<file path="config.mk">
export PLATFORM = sky130hd
export DESIGN_NAME = deep_idle_state
export DESIGN_NICKNAME = d
export VERILOG_FILES = /design/src/rtl/standby_pkg.sv /design/src/rtl/deep_idle_state.sv
export SDC_FILE = /design/constraint.sdc
export NUM_CORES = 1
export LEC_CHECK = 0
export BUFFER_PORTS_ARGS = -buffer_cell sky130_fd_sc_hd__buf_2
export CAP_MARGIN = 20
export CORE_AREA = 2 2 70 72
export CTS_CLUSTER_DIAMETER = 50
export DETAILED_ROUTE_END_ITERATION = 12
export DIE_AREA = 0 0 72 74
export HOLD_SLACK_MARGIN = 0.12
export PLACE_DENSITY = 0.73
export SETUP_SLACK_MARGIN = 0.3
export SYNTH_ARGS = -nofsm -noshare
export SYNTH_HDL_FRONTEND = slang
export SYNTH_SLANG_ARGS = --single-unit
</file>
<file path="constraint.sdc">
create_clock -name clk -period 3.4 [get_ports clk]
set_input_delay 0.68 -clock clk [delete_from_list [all_inputs] [get_ports clk]]
set_output_delay 0.68 -clock clk [all_outputs]
set_load 0.03 [all_outputs]
</file>
<file path="src/rtl/standby_pkg.sv">
// constants, types and carriers for the deep idle standby controller
package standby_pkg;

  localparam int CSI_N = 5;
  localparam int UART_N = 6;
  localparam int SEL_W = 3;
  localparam int CNT_W = 18;
  // default exponent of the shortest setup wait, 2**10 cycles
  localparam int STAB_BASE_DEFAULT = 10;
  localparam logic [SEL_W-1:0] SEL_RESET = 3'h0;
  localparam logic [CNT_W-1:0] CNT_ZERO = 18'h00000;
  localparam logic [CNT_W-1:0] CNT_ONE = 18'h00001;

  typedef enum logic [1:0] {
    S_RUN,
    S_IDLE,
    S_SETUP
  } standby_state_t;

  // clock source choices made by the peripherals' own registers
  typedef struct packed {
    logic subclock_used;
    logic timer_m_intosc8;
    logic timer_m_sub;
    logic wdt_intosc8;
    logic wdt_sub;
    logic watch_brg;
    logic [CSI_N-1:0] csi_ext_clock;
    logic uart0_ext_baud;
  } clock_select_t;

  // run enables and hold requests to the clock tree and peripherals
  typedef struct packed {
    logic main_osc_run;
    logic pll_run;
    logic cpu_run;
    logic dma_run;
    logic timer_p_run;
    logic timer_q_run;
    logic i2c_run;
    logic ext_uart_run;
    logic crc_run;
    logic irq_service_run;
    logic irq_detect_run;
    logic timer_m_run;
    logic wdt_run;
    logic watch_run;
    logic [CSI_N-1:0] csi_run;
    logic [UART_N-1:0] uart_run;
    logic adc_hold;
    logic dac_hold;
    logic rto_hold;
    logic key_run;
    logic port_hold;
    logic cpu_regs_hold;
    logic ram_retain;
  } gate_t;

endpackage

</file>
<file path="src/rtl/deep_idle_state.sv">
// deep idle standby controller: clock gating, holds and setup wait on release
`timescale 1ns/100ps
module deep_idle_state
  import standby_pkg::*;
#(
  parameter int STAB_BASE = STAB_BASE_DEFAULT
) (
  // clock and reset
  input wire logic clk,
  input wire logic reset,
  // power-save request from the CPU
  input wire logic idle_req,
  input wire logic irq_pending,
  // release sources and setup wait choice
  input wire logic release_evt,
  input wire logic [SEL_W-1:0] osc_stabilise_select,
  // clock source selections
  input wire clock_select_t cfg,
  // gating to the clock tree and peripherals
  output gate_t gates,
  // status
  output logic in_idle,
  output logic in_setup,
  output logic resume
);

  standby_state_t state, next_state;
  logic [CNT_W-1:0] count, next_count;
  logic [SEL_W-1:0] stab_sel, next_stab_sel;
  logic [CNT_W-1:0] target;
  gate_t next_gates;
  logic next_in_idle, next_in_setup, next_resume;

  // wait length is 2**(base+select) cycles; base is a parameter so sims can shorten it
  assign target = CNT_W'((32'h1 << (STAB_BASE + int'(stab_sel))) - 32'h1);

  // run enables for a given state; everything runs in normal operation
  function automatic gate_t gates_for(input standby_state_t st, input clock_select_t c);
    gate_t g;
    logic stopped;
    g = '0;
    stopped = (st != S_RUN);
    g.main_osc_run = 1'h1;
    g.pll_run = (st != S_IDLE);
    g.cpu_run = !stopped;
    g.dma_run = !stopped;
    g.timer_p_run = !stopped;
    g.timer_q_run = !stopped;
    g.i2c_run = !stopped;
    g.ext_uart_run = !stopped;
    g.crc_run = !stopped;
    g.irq_service_run = !stopped;
    g.irq_detect_run = 1'h1;
    g.timer_m_run = !stopped || c.timer_m_intosc8 || (c.subclock_used && c.timer_m_sub);
    g.wdt_run = !stopped || c.wdt_intosc8 || (c.subclock_used && c.wdt_sub);
    g.watch_run = !stopped || c.watch_brg || c.subclock_used;
    for (int i = 0; i < CSI_N; i++) begin
      g.csi_run[i] = !stopped || c.csi_ext_clock[i];
    end
    // only channel 0 on external baud
    g.uart_run = stopped ? {{(UART_N-1){1'h0}}, c.uart0_ext_baud} : {UART_N{1'h1}};
    g.adc_hold = stopped;
    g.dac_hold = stopped;
    g.rto_hold = stopped;
    g.key_run = 1'h1;
    g.port_hold = stopped;
    g.cpu_regs_hold = stopped;
    g.ram_retain = stopped;
    return g;
  endfunction

  // sequencer next values
  always_comb begin
    next_state = state;
    next_count = count;
    next_stab_sel = stab_sel;
    next_resume = 1'h0;
    unique case (state)
      S_RUN: begin
        if (idle_req && !irq_pending) begin
          next_state = S_IDLE;
        end
      end
      S_IDLE: begin
        if (release_evt) begin
          next_state = S_SETUP;
          next_count = CNT_ZERO;
          next_stab_sel = osc_stabilise_select;
        end
      end
      S_SETUP: begin
        if (count == target) begin
          next_state = S_RUN;
          next_resume = 1'h1;
        end else begin
          next_count = count + CNT_ONE;
        end
      end
    endcase
    next_gates = gates_for(next_state, cfg);
    next_in_idle = (next_state == S_IDLE);
    next_in_setup = (next_state == S_SETUP);
  end

  // sequencer registers; reset acts as a normal reset, straight to running
  always_ff @(posedge clk) begin
    if (reset) begin
      state <= S_RUN;
      count <= CNT_ZERO;
      stab_sel <= SEL_RESET;
      gates <= gates_for(S_RUN, '0);
      in_idle <= 1'h0;
      in_setup <= 1'h0;
      resume <= 1'h0;
    end else begin
      state <= next_state;
      count <= next_count;
      stab_sel <= next_stab_sel;
      gates <= next_gates;
      in_idle <= next_in_idle;
      in_setup <= next_in_setup;
      resume <= next_resume;
    end
  end
endmodule

</file>
## Yosys cells after proc, flatten, opt, wreduce, memory -nomap -nowiden

Index checks and enable logic that the tools add are counted.

- Bits of input ports: 20
- Register bits after elaboration: 46
- Word-level logic and storage cells: 64

- Reduce and logical (&&, ||, !) cells: 23
- Bitwise gates (word level): 2
- Multiplexer cells: 9
- Equal/unequal tests: 8
- Add/subtract/negate cells: 3
- Shift operators: 1

Operator list:

| cell | count |
|---|---|
| $mux W18 | 2 |
| $pmux W18 S2 | 1 |
| $add A18 B1 Y18 const B | 1 |
| $eq A18 B18 Y1 | 1 |
| $shl A1 B5 Y18 const A | 1 |
| $sub A18 B1 Y18 const B | 1 |
| $logic_or A1 B1 Y1 | 11 |
| $mux W2 | 3 |
| $mux W6 | 1 |
| $pmux W2 S3 | 1 |
| $add A4 B3 Y5 const A | 1 |
| $eq A2 B1 Y1 const B | 2 |
| $eq A2 B2 Y1 const B | 2 |
| $ne A2 B2 Y1 const B | 2 |
| $reduce_bool A2 Y1 | 2 |
| $reduce_or A2 Y1 | 2 |
| $logic_and A1 B1 Y1 | 3 |
| $reduce_and A3 Y1 | 1 |
| $logic_not A1 Y1 | 2 |
| $logic_not A2 Y1 | 1 |
| $ne A2 B1 Y1 const B | 1 |
| $not A1 Y1 | 2 |
| $reduce_and A2 Y1 | 1 |
| $mux W1 | 1 |

## Longest topological paths before layout

- Word-level depth: 10
- Depth in mapped cells: 11
- Mapped depth without buffers: 8

## Worst setup path after synthesis

No wires, ideal clock.

- Kind: register to register
- Start point: reg stab_sel[1]
- End point: reg gates[30] in the netlist's numbering
- Slack: 0.753 ns
- Cell stages (with the launch flop): 10
- Data arrival time: 2.520 ns
- Period minus slack after synthesis: 2.647 ns
- Path buffers: 1
- Setup time: 0.127 ns
- Data required time: 3.273 ns
- Path through: dfxtp_1 -> buf_6 -> inv_2 -> ha_1 -> nand2b_1 -> a2111o_1 -> a311oi_2 -> and4bb_2 -> a21oi_1 -> or3b_1

- Longest elaborated chain between the ends: 7

Ends and longest elaborated chain:

| element | line | RTL |
|---|---|---|
| from (decl) | deep_idle_state.sv:29 | `logic [SEL_W-1:0] stab_sel, next_stab_sel;` |
| from (signal assigned) | deep_idle_state.sv:118 | `stab_sel <= next_stab_sel;` |
| $add A4 B3 Y5 | deep_idle_state.sv:35 | `assign target = CNT_W'((32'h1 << (STAB_BASE + int'(stab_sel))) - 32'h1);` |
| $shl A1 B5 Y18 | deep_idle_state.sv:35 |  |
| $sub A18 B1 Y18 | deep_idle_state.sv:35 |  |
| $eq A18 B18 Y1 | deep_idle_state.sv:92 | `if (count == target) begin` |
| $mux W2 | deep_idle_state.sv:92 |  |
| $pmux W2 S3 | deep_idle_state.sv:78 | `unique case (state)` |
| $ne A2 B1 Y1 | deep_idle_state.sv:44 | `g.pll_run = (st != S_IDLE);` |
| to (signal assigned) | deep_idle_state.sv:111 | `gates <= gates_for(S_RUN, '0);` |
| to (signal assigned) | deep_idle_state.sv:119 | `gates <= next_gates;` |
| to (decl) | deep_idle_state.sv:20 | `output gate_t gates,` |

No other way between the ends.
A chain may end at the register's enable or synchronous reset.

## Final worst setup path

- Start point: reg stab_sel[2]
- End point: reg gates[30] in the netlist's numbering

Same word-level chain as after synthesis.

==> key figures <==
Pwr
  • Pwr dens: 408 mW/mm^2
  • Worst VDD drop: 0.279 mV
  • Leak pwr: 0.000891 uW
  • Sequential share of power: 0.480
  • Comb pwr share: 0.180
  • Int Power: 675 uW
  • Clock power frac: 0.340
  • Switching part of the total: 0.306
  • Psw: between 200 and 300 uW

Synthesis
  • Sequential area share after synthesis: 0.348
  • Fraction of registers with async set/reset: 0
  • Synth warn: 0
  • Synthesized cell area: 0.00219 mm^2
  • Post-synth cell types: 49
  • Main flop type after synthesis: dfxtp_1
  • Post-synth EDFFs: 0
  • #FFs+latches synth: 38
  • Cells after Synth: 253
  • Syn avg cell area: 8.64 um^2

Cells and area
  • Most frequent cells in the layout: buf_2 (51), dfxtp_1 (37), a21oi_1 (25)
  • Layout cells sized above 1: 0.242
  • Area growth from synthesis to layout: 8.98%
  • Final #Nets: 308
  • Most common cell after layout, fill and taps aside: buf_2
  • # diodes: 0

STA
  • RSZ-0062 raised after global routing: no
  • Crit share post-route: 0.818
  • F_max: 0.359 GHz
  • Slew Viols, Final: 0
  • # setup viols final: 0
  • Final hold slack: approximately 0.47 ns
  • Slew headroom: 0.625
  • Min Clock Period, post-route: 2.78 ns
  • Final Hold Viols: 0
  • Worst Skew: between 0.01 and 0.015 ns
  • Worst-Margin Slew: 0.559 ns
  • Final setup TNS: 0 ns

Clocking
  • Post-CTS Repair Setup Buffers: 0
  • Num CTS Buffers: 5
  • Clk sinks: 38
  • Clock slew at reported path FFs: 0.08 ns
  • Clock latency on the worst-skew pair: ~0.3 ns
  • Cts hold-fix bufs: 0
  • CTS H-tree lvls: 2
  • CTS tree: yes
  • Max clock buf depth: 2
  • Clock root cell: clkbuf_8
  • # resized after CTS: 0

Drt
  • DRT Pass-1 Iters: 4
  • Via-to-Cell Ratio: 5.46
  • Remaining DRCs: 0
  • Routed Antenna Nets: 0
  • Post-detailed-routing wire length: between 4000 and 5000 um
  • Drt first-iter violations: 91
  • Via count: 1,828
  • DR WL/cell: between 10 and 15 um

Setup path
  • Worst-path cell chain: inv_1 > ha_1 > nand2b_1 > a2111o_1 > a311oi_2 > and4bb_2 > a21oi_1 > or3b_1
  • Worst r2r src: stab_sel[2]
  • Critical path peak fanout: 8
  • Critical R2R Capture: gates[30]
  • CP endpoint: gates[30]
  • WP depth: 8
  • Buffer and inverter count on the worst path: 1
  • Crit path capture type: register
  • Setup crit start kind: register
  • Critical Path Source: stab_sel[2]
  • Flop2flop setup slack: between 0.6 and 0.7 ns
  • CP Class: register to register
  • Reg2Reg Depth: 8
  • Worst EP required: 3.59 ns
  • CP delay by family, top: simple AND/OR/NAND/NOR gates
  • Arr. time, crit path: 2.97 ns
  • Max incr delay on CP: 0.45 ns
  • Slowest CP cell: dfxtp_1

Placed design
  • Post-DP HPWL: 3240 um
  • Port buffer count: 51
  • GPL Wtd Cong: a little under 0.9

Global route
  • Global routing usage on met1: 0.218
  • First-pass GRT wire length: 7440 um
  • Met3 capacity usage during global routing: 0.0393
  • Antenna violations before repair: 0
  • Number of global-route vias before repair: 1,697
  • GRT Total Usage: 0.178
  • Global routing's busiest layer: met2
  • Met2 Use GR: 0.309
  • Largest net degree at the start of global routing: 34
  • GRT Residual Overflow: 0

Die
  • Num ports: 55
  • Initial core utilization: 0.476
  • Rows: 25
  • Full die area: about 0.0053 mm^2
  • Die X: slightly above 70 um
  • Core Area: roughly 0.0046 mm^2
  • Die H: 74 um

Run
  • Max-cap check violation count: 0

Run status
  • Status: finished clean

Min path
  • Hold Crit Class: register to register
[registers in the layout, indices dropped and copies added (netlist names)]
signal,cells
count,18
gates,12
in_idle,1
in_setup,1
resume,1
stab_sel,3
state,2
[metal layers]
layer / wire length (um) / share of wire
met3: 231 / 0.052
met5: 0 / 0
met1: 2020 / 0.46
met2: 2090 / 0.47
met4: 66 / 0.015
[Yosys cell counts, types with 2 or more instances]
cell type  instances  area (um^2)
nor2_1             8         30.0
xor2_1             3         26.3
nor2b_1            4         25.0
or4_1             12         90.1
or3_1              5         31.3
xnor2_1            6         52.6
inv_1              8         30.0
nand4_1            8         50.1
and4bb_1           2         25.0
o21ai_1            5         25.0
ha_1               8          100
buf_6              4         45.0
o21ai_0            5         25.0
nor3b_1            4         30.0
dfxtp_1           38          761
buf_1              2         7.51
o21a_1             2         15.0
o31ai_1            7         52.6
o211ai_1           3         22.5
nand2b_1           8         50.1
a21oi_1           25          125
nand3_1           10         50.1
a31oi_1            3         18.8
and3_1             3         18.8
clkbuf_1           6         22.5
nor4b_1            2         17.5
nand2_1           20         75.1
buf_4             21          158
[kinds of logic after synthesis]
kind of cell	count (synthesis)	synth area share
DFF	38	0.348
AOI/OAI and AO/OA	58	0.177
buffers and inverters	43	0.124
xor gates and xnor gates	9	0.0360
and+or+nand+nor	95	0.263
other	1	0.00171
adders and majority gates	8	0.0458
muxes	1	0.00458
[worst min path at each step]
stage / from / to / depth (start not counted)
finish: count[7] / count[7] / 2
global route: count[7] / count[7] / 2
CTS: count[7] / count[7] / 2
detailed placement: count[7] / count[7] / 2
global placement: count[7] / count[7] / 2
floorplan: count[7] / count[7] / 2
[area by class of cell]
type	count	area (um^2)
fillers	444	2210
repair buffers	52	263
clock buffers	6	82.6
flip-flops and latches	38	762
well taps	54	67.6
multi-input cells	174	1160
inverters	9	33.8
clock inverters	2	12.5
[stage by stage]
stage	worst slack [ns]	total power [uW]	cell area, um^2	utilization	std cells
final	0.618	973	2380	0.518	335
after global routing	0.420	1020	2380	0.518	335
after CTS	0.459	981	2380	0.518	335
after detailed placement	0.471	653	2290	0.497	327
after global placement	0.544	652	2290	0.497	327
after floorplan	0.753	631	2190	-	255
[worst register-to-register path, stage by stage (launching register included)]
cell	delay, ns
dfxtp_1	0.45
inv_1	0.12
ha_1	0.40
nand2b_1	0.21
a2111o_1	0.43
a311oi_2	0.30
and4bb_2	0.30
a21oi_1	0.11
or3b_1	0.35
[power by group through the flow]
stage	logic, uW	clock network, uW	registers (uW)
floorplan	134	0	497
global placement	175	0	477
detailed placement	176	0	477
CTS	176	338	467
global route	189	357	469
finish	175	331	467
(Power assumes the default switching activity.)
